$ cat config.mk
export PLATFORM = sky130hd
export DESIGN_NAME = dsrc_top
export DESIGN_NICKNAME = d
export VERILOG_FILES = /design/src/dsrc_pkg.sv /design/src/dsrc_top.sv /design/src/dsrc_frame.sv /design/src/dsrc_shift.sv
export SDC_FILE = /design/constraint.sdc
export NUM_CORES = 1
export LEC_CHECK = 0
export BUFFER_PORTS_ARGS = -buffer_cell sky130_fd_sc_hd__buf_4
export CAP_MARGIN = 30
export CELL_PAD_IN_SITES_DETAIL_PLACEMENT = 2
export CELL_PAD_IN_SITES_GLOBAL_PLACEMENT = 2
export CORE_MARGIN = 2
export CORE_UTILIZATION = 33
export DETAILED_ROUTE_END_ITERATION = 7
export PLACE_DENSITY_LB_ADDON = 0.1
export REMOVE_ABC_BUFFERS = 1
export SKIP_LAST_GASP = 1
export SYNTH_ARGS = -nofsm -noshare
export SYNTH_HDL_FRONTEND = slang
export SYNTH_SLANG_ARGS = --single-unit
$ cat constraint.sdc
create_clock -name clk -period 2.86 [get_ports clk]
set_input_delay 0 -clock clk [delete_from_list [all_inputs] [get_ports clk]]
set_output_delay 0 -clock clk [all_outputs]
set_load 0.01 [all_outputs]
$ cat src/dsrc_pkg.sv
`default_nettype none
package dsrc_pkg;
  localparam int unsigned CLK_PERIOD_NS = 25;
  localparam int unsigned RES_W         = 14;
  localparam int unsigned REG_W         = 12;
  localparam int unsigned CNT_W         = 6;
  // edge numbers counted from the cs fall
  localparam logic [5:0]  EDGE_CFG_LAST = 6'h10;
  localparam logic [5:0]  EDGE_COMMIT   = 6'h11;
  localparam logic [5:0]  EDGE_CONV     = 6'h13;
  localparam logic [5:0]  EDGE_CHAIN    = 6'h2f;
  localparam logic [5:0]  EDGE_MAX      = 6'h3f;
  // write targets and read-select codes
  localparam logic [3:0]  SEL_RESULT    = 4'h0;
  localparam logic [3:0]  SEL_CTRL      = 4'h1;
  localparam logic [3:0]  SEL_OFS_A     = 4'h2;
  localparam logic [3:0]  SEL_OFS_B     = 4'h3;
  // control word fields
  localparam int unsigned RD_LSB        = 8;
  localparam int unsigned CAL_BIT       = 7;
  localparam int unsigned PD_LSB        = 4;
  localparam int unsigned GAIN_LSB      = 0;
  localparam logic [11:0] CTRL_RST      = 12'h000;
  localparam logic [11:0] OFS_RST       = 12'h000;
  localparam logic [13:0] OFS_LIMIT     = 14'h01f4;
  // request setup before cs fall; plain default, tune for the part
  localparam int unsigned SETUP_NS      = 50;
  localparam int unsigned SETUP_CYC_I   = (SETUP_NS + CLK_PERIOD_NS - 1) / CLK_PERIOD_NS;
  localparam logic [7:0]  SETUP_CYC     = (SETUP_CYC_I < 1) ? 8'h01 : 8'(SETUP_CYC_I);

  typedef struct packed {
    logic [3:0] rd_sel;
    logic       cal;
    logic [2:0] pd;
    logic [3:0] gain;
  } dsrc_ctrl_t;

  typedef struct packed {
    logic       cs_fall;
    logic       cs_rise;
    logic       fall;
    logic [5:0] cnt;
  } dsrc_frame_t;

  typedef enum logic [1:0] {
    ST_IDLE  = 2'b00,
    ST_CONV  = 2'b01,
    ST_SHIFT = 2'b11,
    ST_DONE  = 2'b10
  } dsrc_state_t;
endpackage
`default_nettype wire

$ cat src/dsrc_top.sv
`default_nettype none
module dsrc_top (
  // clock and reset
  input  wire logic                 clk,
  input  wire logic                 rst,
  // serial link
  input  wire logic                 cs_n,
  input  wire logic                 sclk,
  input  wire logic                 config_serial_in,
  output logic                      serial_out_first,
  output logic                      serial_out_first_oe,
  output logic                      serial_out_second,
  output logic                      serial_out_second_oe,
  // calibration request pin
  input  wire logic                 cal_req,
  // converter core
  input  wire logic [13:0]          conv_code_a,
  input  wire logic [13:0]          conv_code_b,
  output logic                      hold_en,
  output logic                      conv_start,
  output logic                      cal_short,
  output dsrc_pkg::dsrc_ctrl_t      ctrl,
  // status
  output logic                      cal_done,
  output logic                      cal_inaccurate,
  output logic                      result_corrupt,
  output logic                      offset_stale
);
  import dsrc_pkg::*;

  ////////////////////////////////////////////////////////////////////////////
  // frame timing
  dsrc_frame_t frm;
  logic        at_conv;
  logic        at_chain;
  logic        at_commit;
  logic        cfg_fall;

  dsrc_frame u_frame (
    .clk  (clk),
    .rst  (rst),
    .cs_n (cs_n),
    .sclk (sclk),
    .frm  (frm)
  );

  assign at_conv   = frm.fall && frm.cnt == EDGE_CONV;
  assign at_chain  = frm.fall && frm.cnt == EDGE_CHAIN;
  assign at_commit = frm.fall && frm.cnt == EDGE_COMMIT;
  assign cfg_fall  = frm.fall && frm.cnt <= EDGE_CFG_LAST;

  ////////////////////////////////////////////////////////////////////////////
  // sequence state
  dsrc_state_t st_ff;
  dsrc_state_t nxt_st;
  logic        hold_ff;
  logic        nxt_hold;
  logic        oe_ff;
  logic        nxt_oe;
  logic        cal_frame_ff;
  logic        nxt_cal_frame;
  logic        start_ff;
  logic        nxt_start;

  always_comb begin
    nxt_st        = st_ff;
    nxt_hold      = hold_ff;
    nxt_oe        = oe_ff;
    nxt_cal_frame = cal_frame_ff;
    nxt_start     = frm.cs_fall;
    if (frm.cs_rise) begin
      nxt_st   = ST_IDLE;
      nxt_hold = 1'b0;
      nxt_oe   = 1'b0;
    end else if (frm.cs_fall) begin
      nxt_st        = ST_CONV;
      nxt_hold      = 1'b1;
      nxt_oe        = 1'b0;
      nxt_cal_frame = cal_req | ctrl.cal;
    end else begin
      unique case (st_ff)
        ST_CONV: begin
          if (at_conv) begin
            nxt_st   = ST_SHIFT;
            nxt_hold = 1'b0;
            nxt_oe   = 1'b1;
          end
        end
        ST_SHIFT: begin
          if (at_chain) begin
            nxt_st = ST_DONE;
            nxt_oe = 1'b0;
          end
        end
        ST_IDLE, ST_DONE: begin
          nxt_oe = 1'b0;
        end
      endcase
    end
  end

  always_ff @(posedge clk) begin
    if (rst) begin
      st_ff        <= ST_IDLE;
      hold_ff      <= 1'b0;
      oe_ff        <= 1'b0;
      cal_frame_ff <= 1'b0;
      start_ff     <= 1'b0;
    end else begin
      st_ff        <= nxt_st;
      hold_ff      <= nxt_hold;
      oe_ff        <= nxt_oe;
      cal_frame_ff <= nxt_cal_frame;
      start_ff     <= nxt_start;
    end
  end

  assign hold_en              = hold_ff;
  assign conv_start           = start_ff;
  assign cal_short            = cal_frame_ff && st_ff == ST_CONV;
  assign serial_out_first_oe  = oe_ff;
  assign serial_out_second_oe = oe_ff;

  ////////////////////////////////////////////////////////////////////////////
  // configuration shift and registers
  logic [15:0] cfg_sr_ff;
  logic [15:0] nxt_cfg_sr;
  dsrc_ctrl_t  ctrl_ff;
  dsrc_ctrl_t  nxt_ctrl;
  logic [11:0] ofs_a_ff;
  logic [11:0] ofs_b_ff;
  logic [11:0] nxt_ofs_a;
  logic [11:0] nxt_ofs_b;
  logic [3:0]  ofs_gain_ff;
  logic [3:0]  nxt_ofs_gain;
  logic [11:0] cal_a;
  logic [11:0] cal_b;

  // clamp a raw code into the correctable window
  function automatic logic [11:0] clamp_ofs(input logic [13:0] code);
    logic signed [13:0] s;
    s = $signed(code);
    if (s > $signed(OFS_LIMIT)) begin
      clamp_ofs = OFS_LIMIT[11:0];
    end else if (s < -$signed(OFS_LIMIT)) begin
      clamp_ofs = 12'(-$signed(OFS_LIMIT));
    end else begin
      clamp_ofs = code[11:0];
    end
  endfunction

  assign cal_a = clamp_ofs(conv_code_a);
  assign cal_b = clamp_ofs(conv_code_b);

  always_comb begin
    nxt_cfg_sr   = cfg_sr_ff;
    nxt_ctrl     = ctrl_ff;
    nxt_ofs_a    = ofs_a_ff;
    nxt_ofs_b    = ofs_b_ff;
    nxt_ofs_gain = ofs_gain_ff;
    if (cfg_fall) begin
      nxt_cfg_sr = {cfg_sr_ff[14:0], config_serial_in};
    end
    if (at_commit) begin
      unique case (cfg_sr_ff[15:12])
        SEL_CTRL: begin
          nxt_ctrl = dsrc_ctrl_t'(cfg_sr_ff[11:0]);
        end
        SEL_OFS_A: begin
          nxt_ofs_a    = cfg_sr_ff[11:0];
          nxt_ofs_gain = ctrl_ff.gain;
        end
        SEL_OFS_B: begin
          nxt_ofs_b    = cfg_sr_ff[11:0];
          nxt_ofs_gain = ctrl_ff.gain;
        end
        default: begin
        end
      endcase
    end
    if (at_conv && cal_frame_ff) begin
      nxt_ofs_a    = cal_a;
      nxt_ofs_b    = cal_b;
      nxt_ofs_gain = ctrl_ff.gain;
    end
  end

  always_ff @(posedge clk) begin
    if (rst) begin
      cfg_sr_ff   <= 16'h0000;
      ctrl_ff     <= dsrc_ctrl_t'(CTRL_RST);
      ofs_a_ff    <= OFS_RST;
      ofs_b_ff    <= OFS_RST;
      ofs_gain_ff <= 4'h0;
    end else begin
      cfg_sr_ff   <= nxt_cfg_sr;
      ctrl_ff     <= nxt_ctrl;
      ofs_a_ff    <= nxt_ofs_a;
      ofs_b_ff    <= nxt_ofs_b;
      ofs_gain_ff <= nxt_ofs_gain;
    end
  end

  assign ctrl         = ctrl_ff;
  // old offset keeps being removed after a gain change
  assign offset_stale = ofs_gain_ff != ctrl_ff.gain;

  ////////////////////////////////////////////////////////////////////////////
  // result correction and output words
  logic [13:0] res_a;
  logic [13:0] res_b;
  logic [13:0] sel_word;
  logic [27:0] ld_a;
  logic [27:0] ld_b;
  logic        shift_en;

  // subtract the stored offset and saturate to the code range
  function automatic logic [13:0] correct(input logic [13:0] code, input logic [11:0] ofs);
    logic signed [14:0] d;
    d = $signed({code[13], code}) - $signed({{3{ofs[11]}}, ofs});
    if (d > 15'sh1fff) begin
      correct = 14'h1fff;
    end else if (d < -15'sh2000) begin
      correct = 14'h2000;
    end else begin
      correct = d[13:0];
    end
  endfunction

  assign res_a = cal_frame_ff ? conv_code_a : correct(conv_code_a, ofs_a_ff);
  assign res_b = cal_frame_ff ? conv_code_b : correct(conv_code_b, ofs_b_ff);

  always_comb begin
    unique case (ctrl_ff.rd_sel)
      SEL_RESULT: sel_word = res_a;
      SEL_CTRL:   sel_word = {2'h0, ctrl_ff};
      SEL_OFS_A:  sel_word = {2'h0, ofs_a_ff};
      SEL_OFS_B:  sel_word = {2'h0, ofs_b_ff};
      default:    sel_word = 14'h0000;
    endcase
  end

  // line a: selected word first, line b: own word first; the other converter's after it
  assign ld_a     = {sel_word, res_b};
  assign ld_b     = {res_b, res_a};
  assign shift_en = frm.fall && st_ff == ST_SHIFT;

  dsrc_shift #(.W(28)) u_shift_a (
    .clk      (clk),
    .rst      (rst),
    .load     (at_conv),
    .load_val (ld_a),
    .shift    (shift_en),
    .bit_out  (serial_out_first)
  );

  dsrc_shift #(.W(28)) u_shift_b (
    .clk      (clk),
    .rst      (rst),
    .load     (at_conv),
    .load_val (ld_b),
    .shift    (shift_en),
    .bit_out  (serial_out_second)
  );

  ////////////////////////////////////////////////////////////////////////////
  // calibration status
  logic [7:0] req_age_ff;
  logic [7:0] nxt_req_age;
  logic       req_prev_ff;
  logic       inacc_ff;
  logic       nxt_inacc;
  logic       corrupt_ff;
  logic       nxt_corrupt;
  logic       done_ff;
  logic       nxt_done;

  always_comb begin
    nxt_req_age = req_age_ff;
    if (!cal_req) begin
      nxt_req_age = 8'h00;
    end else if (req_age_ff != 8'hff) begin
      nxt_req_age = req_age_ff + 8'h01;
    end
    nxt_inacc   = inacc_ff;
    nxt_corrupt = corrupt_ff;
    if (frm.cs_fall) begin
      // request not up long enough before the sample instant
      nxt_inacc   = cal_req && req_age_ff < SETUP_CYC;
      nxt_corrupt = 1'b0;
    end
    // mid-conversion request or control-bit calibration spoils this result
    if (st_ff == ST_CONV && cal_req && !req_prev_ff) begin
      nxt_corrupt = 1'b1;
    end
    if (at_commit && cfg_sr_ff[15:12] == SEL_CTRL && cfg_sr_ff[CAL_BIT]) begin
      nxt_corrupt = 1'b1;
    end
    nxt_done = at_conv && cal_frame_ff;
  end

  always_ff @(posedge clk) begin
    if (rst) begin
      req_age_ff  <= 8'h00;
      req_prev_ff <= 1'b0;
      inacc_ff    <= 1'b0;
      corrupt_ff  <= 1'b0;
      done_ff     <= 1'b0;
    end else begin
      req_age_ff  <= nxt_req_age;
      req_prev_ff <= cal_req;
      inacc_ff    <= nxt_inacc;
      corrupt_ff  <= nxt_corrupt;
      done_ff     <= nxt_done;
    end
  end

  assign cal_done       = done_ff;
  assign cal_inaccurate = inacc_ff;
  assign result_corrupt = corrupt_ff;
endmodule
`default_nettype wire

$ cat src/dsrc_frame.sv
`default_nettype none
module dsrc_frame (
  // clock and reset
  input  wire logic           clk,
  input  wire logic           rst,
  // serial frame pins
  input  wire logic           cs_n,
  input  wire logic           sclk,
  // frame events
  output dsrc_pkg::dsrc_frame_t frm
);
  import dsrc_pkg::*;

  logic       cs_prev_ff;
  logic       sclk_prev_ff;
  logic [5:0] cnt_ff;
  logic       nxt_cs_prev;
  logic       nxt_sclk_prev;
  logic [5:0] nxt_cnt;
  logic       cs_fall;
  logic       fall;

  always_comb begin
    cs_fall       = cs_prev_ff & ~cs_n;
    // a fall together with cs fall is not counted
    fall          = sclk_prev_ff & ~sclk & ~cs_n & ~cs_fall;
    nxt_cs_prev   = cs_n;
    nxt_sclk_prev = sclk;
    nxt_cnt       = cnt_ff;
    if (cs_n) begin
      nxt_cnt = 6'h00;
    end else if (fall && cnt_ff != EDGE_MAX) begin
      nxt_cnt = cnt_ff + 6'h01;
    end
  end

  always_ff @(posedge clk) begin
    if (rst) begin
      cs_prev_ff   <= 1'b1;
      sclk_prev_ff <= 1'b0;
      cnt_ff       <= 6'h00;
    end else begin
      cs_prev_ff   <= nxt_cs_prev;
      sclk_prev_ff <= nxt_sclk_prev;
      cnt_ff       <= nxt_cnt;
    end
  end

  // cnt carries the number of the fall seen in this cycle
  assign frm = '{cs_fall: cs_fall, cs_rise: ~cs_prev_ff & cs_n, fall: fall, cnt: nxt_cnt};
endmodule
`default_nettype wire

$ cat src/dsrc_shift.sv
`default_nettype none
module dsrc_shift #(
  parameter int unsigned W = 28
) (
  // clock and reset
  input  wire logic         clk,
  input  wire logic         rst,
  // control
  input  wire logic         load,
  input  wire logic [W-1:0] load_val,
  input  wire logic         shift,
  // serial bit
  output logic              bit_out
);
  logic [W-1:0] q_ff;
  logic [W-1:0] nxt_q;

  always_comb begin
    nxt_q = q_ff;
    if (load) begin
      nxt_q = load_val;
    end else if (shift) begin
      nxt_q = {q_ff[W-2:0], 1'b0};
    end
  end

  always_ff @(posedge clk) begin
    if (rst) begin
      q_ff <= '0;
    end else begin
      q_ff <= nxt_q;
    end
  end

  assign bit_out = q_ff[W-1];
endmodule
`default_nettype wire

==> impl_metrics.env, run 1 <==
export IMPL_num_rows=58
export IMPL_grt_pass1_vias=8992
export IMPL_clk_pin_slew_ps=60
export IMPL_holdWs_ps=41.9
export IMPL_gr_total_overflow=0
export IMPL_initial_utilization=0.337
export IMPL_grt_max_degree=66
export IMPL_grt_first_pass_wirelength_mm=52.2
export IMPL_rrSetupSlack_ps=80
export IMPL_syn_to_final_growth_pct=27.5
export IMPL_cp_end_kind="flop"
export IMPL_synth_ff_type="dfxtp_1"
export IMPL_insertion_delay_ps=430
export IMPL_clk_path_buf_depth=2
export IMPL_start_kind="flop"
export IMPL_drc=0
export IMPL_vias_per_cell=5.66
export IMPL_critPathKind="flop to flop"
export IMPL_syn_inst=1048
export IMPL_vias=8542
export IMPL_h_tree_depth=4
export IMPL_ant_nets=0
export IMPL_yosys_warnings=0
export IMPL_crit_required_ps=3160
export IMPL_portBuffers=56
export IMPL_min_delay_path_class="input port to flop"
export IMPL_drv_slew=0
export IMPL_max_freq_ghz=0.359
export IMPL_postRouteWirelength_mm=33.6
export IMPL_setup_violations=0
export IMPL_crit_fanout=9
export IMPL_diodes=0
export IMPL_r2r_start="ofs_b_ff[11]"
export IMPL_drv_cap=0
export IMPL_dp_hpwl_mm=25.2
export IMPL_fin_crit_sh=0.973
export IMPL_rsz0062_at_grt="yes"
export IMPL_clock_sinks=138
export IMPL_relSlewSlack=0.467
export IMPL_power_leakage_nw=4.02
export IMPL_ios=57
export IMPL_numCtsBuffers=17
export IMPL_reg2reg_depth=10
export IMPL_min_period_ps=2780
export IMPL_r2r_end="u_shift_b.q_ff[16]"
export IMPL_status="complete, no violations"
export IMPL_multi_input_area_mm2=0.00551
export IMPL_drive_above_1_share=0.225
export IMPL_ys_ff_latch=138
export IMPL_n_fill_cell=2844
export IMPL_whs_path_depth=3
export IMPL_seq_area_mm2=0.00277
export IMPL_final_hold_violation_count=0
export IMPL_cp_data_arrival_time_ps=3080
export IMPL_finalClockSkew_ps=11.9
export IMPL_routabilityCongestion=0.830
export IMPL_ys_seq_area_frac=0.326
export IMPL_dieArea_mm2=0.0270
export IMPL_synth_edf_count=0
export IMPL_final_area_mm2=0.0108
export IMPL_async_reset_ff_frac=0
export IMPL_grtUsageTotal=0.251
export IMPL_die_h_um=164
export IMPL_coreArea_mm2=0.0252
export IMPL_cts_tree="yes"
export IMPL_grt_antenna_before_repair=0
export IMPL_syn_avg_cell_area_um2=8.10
export IMPL_worstMarginPinSlew_ps=799
export IMPL_min_from="conv_code_b[13]"
export IMPL_nNetsFinal=1231
export IMPL_wl_per_cell_um=22.3
export IMPL_chipWidth_um=164
export IMPL_cts_root_buf="clkbuf_16"
export IMPL_firstDrtPassIters=4
export IMPL_p_per_area_mw_per_mm2=451
export IMPL_hold_end="ofs_b_ff[11]"
export IMPL_synth_area_mm2=0.00849
export IMPL_synth_cell_types=77
export IMPL_drt_initial_drc_count=470
export IMPL_place_area_mm2=0.00986
export IMPL_peakVddDrop_v=0.000346
worst max-delay path, stage by stage, from the launching register on:
cell      delay, ps
dfxtp_1         350
inv_1           110
ha_1            330
a21o_1          230
or4_4           540
o221ai_4        190
xnor2_2         100
buf_6           150
maj3_1          360
o22ai_2         220
a211oi_1         90
timing repair:
item / 4_1_cts / 5_1_grt
pin swaps: 4 / 11
gates resized for setup: 13 / 44
setup endpoints to repair: 27 / 62
buffers inserted: 0 / 1
hold endpoints to repair: 16 / 0
hold buffers: 10 / 0
kinds of logic (layout without fill, tap and decap cells):
family	after synthesis	after routing	share of synthesized area
simple gates	342	342	0.190
flops	138	138	0.326
mux	55	55	0.0663
xor+xnor	32	32	0.0330
buf+inv	116	246	0.0550
compound gates	315	315	0.259
fa+ha+maj	50	50	0.0702
power breakdown:
part | switching (mW) | internal (mW)
Sequential | 0.00724 | 1.93
Combinational | 0.392 | 0.265
Clock | 0.986 | 1.30
Total | 1.38 | 3.49
cells in the mapped netlist (4+ instances only):
library cell,instances,share of area
nor4_1,12,0.0088
o22ai_1,10,0.0074
nor3_1,19,0.011
a21oi_1,71,0.042
o41ai_1,4,0.0041
nand4_1,12,0.0088
o21ai_0,32,0.019
mux2_2,9,0.012
or2_2,5,0.0037
a311oi_1,12,0.012
o21a_1,12,0.011
nand2b_1,19,0.014
ha_1,30,0.044
o21bai_1,4,0.0035
a211oi_1,33,0.029
a21o_1,18,0.016
and3_1,11,0.0081
a211o_1,4,0.0041
or3_1,5,0.0037
a31oi_1,14,0.010
nand2_1,78,0.034
clkbuf_1,52,0.023
a22oi_1,11,0.0097
nor2b_1,10,0.0074
nor2_1,134,0.059
o211ai_1,22,0.019
a22o_1,7,0.0072
xor2_1,10,0.010
nor3b_1,4,0.0035
maj3_1,18,0.021
nand3_1,16,0.0094
o21ai_1,9,0.0053
a221oi_1,13,0.013
dfxtp_1,138,0.33
xnor2_1,22,0.023
mux2i_1,45,0.053
o2111ai_1,4,0.0041
inv_1,46,0.020
buf_2,13,0.0077
a2111oi_0,4,0.0041
how the worst max path moves through the flow:
| stage | depth (start not counted) | endpoint | start | slack [ps] |
|---|---|---|---|---|
| after global routing | 12 | u_shift_a.q_ff[20] | ofs_a_ff[4] | -40 |
| after global placement | 11 | u_shift_a.q_ff[12] | ofs_b_ff[6] | -20 |
| after floorplan | 9 | u_shift_b.q_ff[24] | u_frame.cnt_ff[0] | -820 |
| after CTS | 10 | u_shift_a.q_ff[7] | u_frame.cnt_ff[1] | 10 |
| final | 10 | u_shift_b.q_ff[16] | ofs_b_ff[11] | 80 |
| after detailed placement | 11 | u_shift_b.q_ff[26] | ofs_b_ff[6] | -90 |
final cells by class:
type,instances,share of cell area
tap,330,0.0381
timing repair buffer,168,0.126
sequential,138,0.256
inverter,46,0.0160
multi-input combinational,794,0.509
clock inverter,12,0.0120
clock buffer,20,0.0431
routing by layer:
layer  global-route usage  up-vias  share of wire
met5                    0        -              0
met3               0.0240       25          0.021
li1                     -     4078              -
met1                0.355     4326           0.49
met4               0.0518        0          0.011
met2                0.413      113           0.47
layout by cell type, fill, tap and decap left out, drive strengths merged, types with 20 or more instances in the layout:
cell    netlist  final
mux2i        45     45
o211ai       23     23
dfxtp       138    138
clkbuf       52     20
a211oi       34     34
ha           30     30
nor2        137    137
xnor2        22     22
a21oi        72     72
inv          46     51
nand2        78     78
buf          18    158
o21ai        41     41
registers in the layout, summed over array words and instances (netlist names), 4 cells and up:
register / flops
cfg_sr_ff: 16
ctrl: 12
ofs_a_ff: 12
ofs_b_ff: 12
ofs_gain_ff: 4
req_age_ff: 8
u_frame.cnt_ff: 6
u_shift_a.q_ff: 28
u_shift_b.q_ff: 28
stage by stage:
step	TNS [ps]	util	setup WS [ps]	instances	total power, mW
2_1_floorplan	-31480	-	-823	978	2.29
3_3_place_gp	-57.4	0.391	-16.5	1464	2.57
3_5_place_dp	-394	0.392	-89.8	1465	2.58
4_1_cts	0	0.421	14.3	1507	4.87
5_1_grt	-176	0.430	-43.2	1508	5.06
6_report	0	0.430	77.2	1508	4.88
(Power assumes the default switching activity.)
==> run 2: changes to the inputs <==
--- a/config.mk
+++ b/config.mk
@@ -10,4 +10,5 @@
 export CELL_PAD_IN_SITES_DETAIL_PLACEMENT = 2
 export CELL_PAD_IN_SITES_GLOBAL_PLACEMENT = 2
+export CORE_ASPECT_RATIO = 1.4
 export CORE_MARGIN = 2
 export CORE_UTILIZATION = 33
==> constraint.sdc (replaced) <==
create_clock -name clk -period 2.86 [get_ports clk]
set_input_delay 0.143 -clock clk [delete_from_list [all_inputs] [get_ports clk]]
set_output_delay 0.143 -clock clk [all_outputs]
set_load 0.01 [all_outputs]
==> run 2 against run 1 <==
  * The run now ends with negative setup slack left
  * Die area about the same
  * Non-clock buffer count grew 24
  * Largest cell class unchanged
  * Combinational power increased by 5.3%
  * First-iteration DRC count is 31% lower
  * Via count grew 1.4%
  * Power is 0.79% lower
  * Sequential share of layout area fell by 0.81 points
  * Global-route usage is 0.20 points lower
  * Register-to-register slack lost 130 ps
  * Sequential cell count unchanged
  * Clock skew fell by 0.63 ps
==> impl_metrics.env, run 2 (synthesis results as in run 1) <==
export IMPL_r2r_end="u_shift_a.q_ff[7]"
export IMPL_relSlewSlack=0.432
export IMPL_cts_tree="yes"
export IMPL_power_leakage_nw=4.19
export IMPL_dp_slack_ps=-419
export IMPL_grt_antenna_before_repair=0
export IMPL_ant_nets=0
export IMPL_place_area_mm2=0.0100
export IMPL_reg_top3="u_shift_a.q_ff x28, u_shift_b.q_ff x28, cfg_sr_ff x16"
export IMPL_drv_slew=0
export IMPL_drive_above_1_share=0.269
export IMPL_ios=57
export IMPL_reg2reg_depth=11
export IMPL_min_delay_path_class="input port to flop"
export IMPL_insertion_delay_ps=440
export IMPL_drt_initial_drc_count=325
export IMPL_slowest_stage="a2111oi_0"
export IMPL_final_cell_mix="buf_4 (176), nor2_1 (133), dfxtp_1 (130)"
export IMPL_numCtsBuffers=17
export IMPL_grtUsageTotal=0.249
export IMPL_final_common_cell="buf_4"
export IMPL_final_area_mm2=0.0112
export IMPL_setup_violations=3
export IMPL_nNetsFinal=1255
export IMPL_crit_chain="inv_1 > ha_4 > a21o_1 > a31o_2 > or4_4 > o221ai_4 > xnor2_4 > buf_6 > a2111oi_0 > a21o_1 > a211oi_1"
export IMPL_dieArea_mm2=0.0270
export IMPL_crit_fanout=5
export IMPL_num_rows=69
export IMPL_rsz0062_at_grt="yes"
export IMPL_grt_pass1_vias=9580
export IMPL_fin_util=0.443
export IMPL_p_per_area_mw_per_mm2=432
export IMPL_syn_to_final_growth_pct=32.0
export IMPL_clock_sinks=138
export IMPL_grt_first_pass_wirelength_mm=53.2
export IMPL_postRouteWirelength_mm=35.0
export IMPL_cp_data_arrival_time_ps=3200
export IMPL_rrSetupSlack_ps=-50
export IMPL_min_period_ps=2910
export IMPL_finalClockSkew_ps=11.3
export IMPL_wl_per_cell_um=23.0
export IMPL_crit_start="ofs_b_ff[6]"
export IMPL_r2r_start="ofs_b_ff[6]"
export IMPL_fin_crit_sh=1.02
export IMPL_gr_total_overflow=0
export IMPL_peakVddDrop_v=0.000528
export IMPL_coreArea_mm2=0.0253
export IMPL_setup_worst_path_end="u_shift_a.q_ff[7]"
export IMPL_chipWidth_um=140
export IMPL_die_h_um=194
export IMPL_drc=0
export IMPL_vias_per_cell=5.70
export IMPL_cts_root_buf="clkbuf_16"
export IMPL_clk_pin_slew_ps=60
export IMPL_drv_cap=0
export IMPL_vias=8664
export IMPL_diodes=0
export IMPL_max_freq_ghz=0.343
export IMPL_grt_max_degree=69
export IMPL_start_kind="flop"
export IMPL_firstDrtPassIters=4
export IMPL_dp_hpwl_mm=25.4
export IMPL_crit_path_frequent_cell="a21o_1"
export IMPL_violations="negative setup slack"
export IMPL_h_tree_depth=4
export IMPL_final_hold_violation_count=0
export IMPL_portBuffers=56
export IMPL_fin_ws_ps=-53.2
export IMPL_initial_utilization=0.336
export IMPL_critPathMaxStageDelay_ps=470
export IMPL_clk_path_buf_depth=2
export IMPL_worstMarginPinSlew_ps=853
export IMPL_cp_end_kind="flop"
export IMPL_critPathKind="flop to flop"
export IMPL_routabilityCongestion=0.861
export IMPL_status="complete, but fails checks"
export IMPL_crit_required_ps=3150
==> run 2: layer usage <==
| layer | track usage | routed length [µm] |
|---|---|---|
| met1 | 0.282 | 14100 |
| met2 | 0.462 | 18800 |
| met3 | 0.0348 | 807 |
| met4 | 0.105 | 1310 |
| met5 | 0 | 0 |
==> run 2: worst min-delay path by stage <==
stage	endpoint	slack [ps]	start	cells past startpoint
floorplan	cal_inaccurate	210	rst	1
global placement	cfg_sr_ff[0]	380	config_serial_in	3
detailed placement	cfg_sr_ff[0]	400	config_serial_in	3
CTS	u_shift_a.q_ff[21]	40	conv_code_a[7]	3
global route	u_shift_a.q_ff[21]	70	conv_code_a[7]	3
finish	u_shift_a.q_ff[21]	70	conv_code_a[7]	3
==> run 2: cell type report <==
class / count / area, µm²
tap: 319 / 399
clock inverter: 15 / 143
multi-input combinational: 794 / 5730
clock buffer: 17 / 425
sequential: 138 / 2770
timing repair buffer: 192 / 1560
fill: 2802 / 14100
inverter: 46 / 173
==> run 2: power breakdown <==
group	switching [mW]	internal [mW]	total (mW)
registers	0.00838	1.93	1.94
logic	0.399	0.293	0.692
clock network	0.992	1.21	2.21
total	1.40	3.44	4.84
==> run 2: timing repair <==
item                                    CTS  global route
hold buffers                              3             0
cloned                                    1             2
endpoints found under the hold margin     3             0
pin swaps                                10            28
buffers inserted                          3             5
resized for setup                        33            74
endpoints found under the setup margin   56            67
==> run 2: through the flow <==
stage	hold WS (ps)	setup TNS [ps]	std cells	total power, mW
floorplan	212	-31480	978	2.29
global placement	380	-3780	1475	2.57
detailed placement	397	-3360	1476	2.59
global route	73.3	-1720	1521	5.02
finish	65.8	-111	1521	4.84
CTS	44.4	-33.1	1515	4.84
==> run 2: worst max-delay path: cells and delay by family, from the launching register on <==
kind	cells	cell delay, ps
simple gates	1	430
fa+ha+maj	1	210
flops	1	320
xor+xnor	1	140
buf+inv	2	270
compound gates	6	1390
==> run 3: changes to the inputs <==
Settings changed: CORE_ASPECT_RATIO 1.4 to unset.
==> run 3 against run 2 <==
  * Global-route usage is 0.37 points higher
  * Largest power group unchanged
  * Critical path depth stayed put
  * Combinational power down 3.3%
  * The run still ends with negative setup slack left
==> impl_metrics.env, run 3 (synthesis results as in run 1) <==
export IMPL_final_hold_violation_count=0
export IMPL_ios=57
export IMPL_drt_initial_drc_count=533
export IMPL_holdWs_ps=28.6
export IMPL_cts_tree="yes"
export IMPL_grtUsageTotal=0.253
export IMPL_final_cell_mix="buf_4 (162), nor2_1 (133), dfxtp_1 (132)"
export IMPL_final_area_mm2=0.0110
export IMPL_critPathKind="flop to flop"
export IMPL_status="complete, but fails checks"
export IMPL_clock_sinks=138
export IMPL_cp_end_kind="flop"
export IMPL_fin_setup_tns_ps=-28.1
export IMPL_fin_util=0.435
export IMPL_routabilityCongestion=0.882
export IMPL_fin_crit_sh=1.00
export IMPL_ant_nets=0
export IMPL_dieArea_mm2=0.0270
export IMPL_grt_pass1_vias=8861
export IMPL_final_cells=1513
export IMPL_violations="negative setup slack"
export IMPL_p_per_area_mw_per_mm2=444
export IMPL_numCtsBuffers=17
export IMPL_setup_violations=4
export IMPL_min_period_ps=2870
export IMPL_chipWidth_um=164
export IMPL_crit_required_ps=3170
export IMPL_finalClockSkew_ps=10.9
export IMPL_max_freq_ghz=0.349
export IMPL_num_rows=58
export IMPL_die_h_um=164
export IMPL_clk_pin_slew_ps=60
export IMPL_grt_first_pass_wirelength_mm=52.2
export IMPL_clk_path_buf_depth=2
export IMPL_vias_per_cell=5.64
export IMPL_place_area_mm2=0.00989
export IMPL_crit_fanout=7
export IMPL_reg_top3="u_shift_a.q_ff x28, u_shift_b.q_ff x28, cfg_sr_ff x16"
export IMPL_drc=0
export IMPL_final_common_cell="buf_4"
export IMPL_dp_hpwl_mm=25.2
export IMPL_postRouteWirelength_mm=34.8
export IMPL_fin_ws_ps=-8.74
export IMPL_power_leakage_nw=4.07
export IMPL_insertion_delay_ps=430
export IMPL_portBuffers=56
export IMPL_syn_to_final_growth_pct=29.2
export IMPL_drv_cap=0
export IMPL_worstMarginPinSlew_ps=818
export IMPL_peakVddDrop_v=0.000304
export IMPL_initial_utilization=0.337
export IMPL_cts_root_buf="clkbuf_16"
export IMPL_nNetsFinal=1235
export IMPL_drv_slew=0
export IMPL_coreArea_mm2=0.0252
export IMPL_relSlewSlack=0.455
export IMPL_drive_above_1_share=0.251
export IMPL_grt_max_degree=61
export IMPL_cp_data_arrival_time_ps=3180
export IMPL_rsz0062_at_grt="yes"
export IMPL_start_kind="flop"
export IMPL_min_delay_path_class="input port to flop"
export IMPL_h_tree_depth=4
export IMPL_grt_antenna_before_repair=0
export IMPL_firstDrtPassIters=5
export IMPL_vias=8533
export IMPL_wl_per_cell_um=23.0
export IMPL_gr_total_overflow=0
export IMPL_dp_cells=1470
[run 3: changes by cell type in the layout (fill, tap and decap cells not counted), sizes merged, moves of 2 or more]
cell,delta
buf,-19
clkbuf,+3
inv,-3
clkinv,-2
[run 3: final cells by class]
type                    count  area, µm²
fillers                  2850      14200
multi-input cells         794       5640
flip-flops and latches    138       2770
repair buffers            172       1380
clock buffers              20        447
well taps                 330        413
inverters                  46        173
clock inverters            12        141
diodes                      1       2.50
[run 3: final timing paths]
check / start / end / slack, ps / cells past startpoint
hold reg to reg: u_shift_b.q_ff[19] / u_shift_b.q_ff[20] / 460 / 2
hold / removal: conv_code_b[1] / ofs_b_ff[1] / 30 / 3
setup / recovery: ofs_b_ff[8] / u_shift_b.q_ff[26] / -9 / 11
setup reg to reg: ofs_b_ff[8] / u_shift_b.q_ff[26] / -9 / 11
[run 3: critical path: stages, from the launching register on]
cell and delay, ps:
dfxtp_1 310, inv_1 110, ha_4 220, buf_4 160, a31o_2 280, or4_4 440, o221ai_4 210, xnor2_2 130
buf_6 160, maj3_1 360, o31ai_2 290, nor3_1 80
[run 3: repair_timing]
| item | in CTS | in global routing |
|---|---|---|
| cloned | 0 | 2 |
| gates resized for setup | 16 | 73 |
| pin swaps | 0 | 24 |
| hold endpoints to repair | 2 | 0 |
| endpoints found under the setup margin | 21 | 71 |
| buffers inserted | 0 | 6 |
| hold buffers | 2 | 0 |
[run 3: metrics by stage]
| stage | worst slack (ps) | power, mW |
|---|---|---|
| floorplan | -823 | 2.29 |
| global placement | -95.6 | 2.57 |
| detailed placement | -161 | 2.58 |
| CTS | -23.6 | 4.85 |
| global route | -133 | 5.05 |
| finish | -8.74 | 4.87 |
[run 3: where the power goes]
part	internal (mW)	total (mW)	leakage (nW)	switching (mW)
registers	1.93	1.94	1.12	0.00762
logic	0.266	0.669	2.67	0.403
clock network	1.32	2.27	0.275	0.946
total	3.52	4.87	4.07	1.36
[run 3: metal layers]
layer	vias up	global-route usage	wire length (µm)	share of wire
met4	0	0.0590	590	0.017
met1	4283	0.352	16600	0.48
met2	130	0.412	16500	0.47
met3	33	0.0354	1080	0.031
li1	4087	-	-	-
met5	-	0	0	0
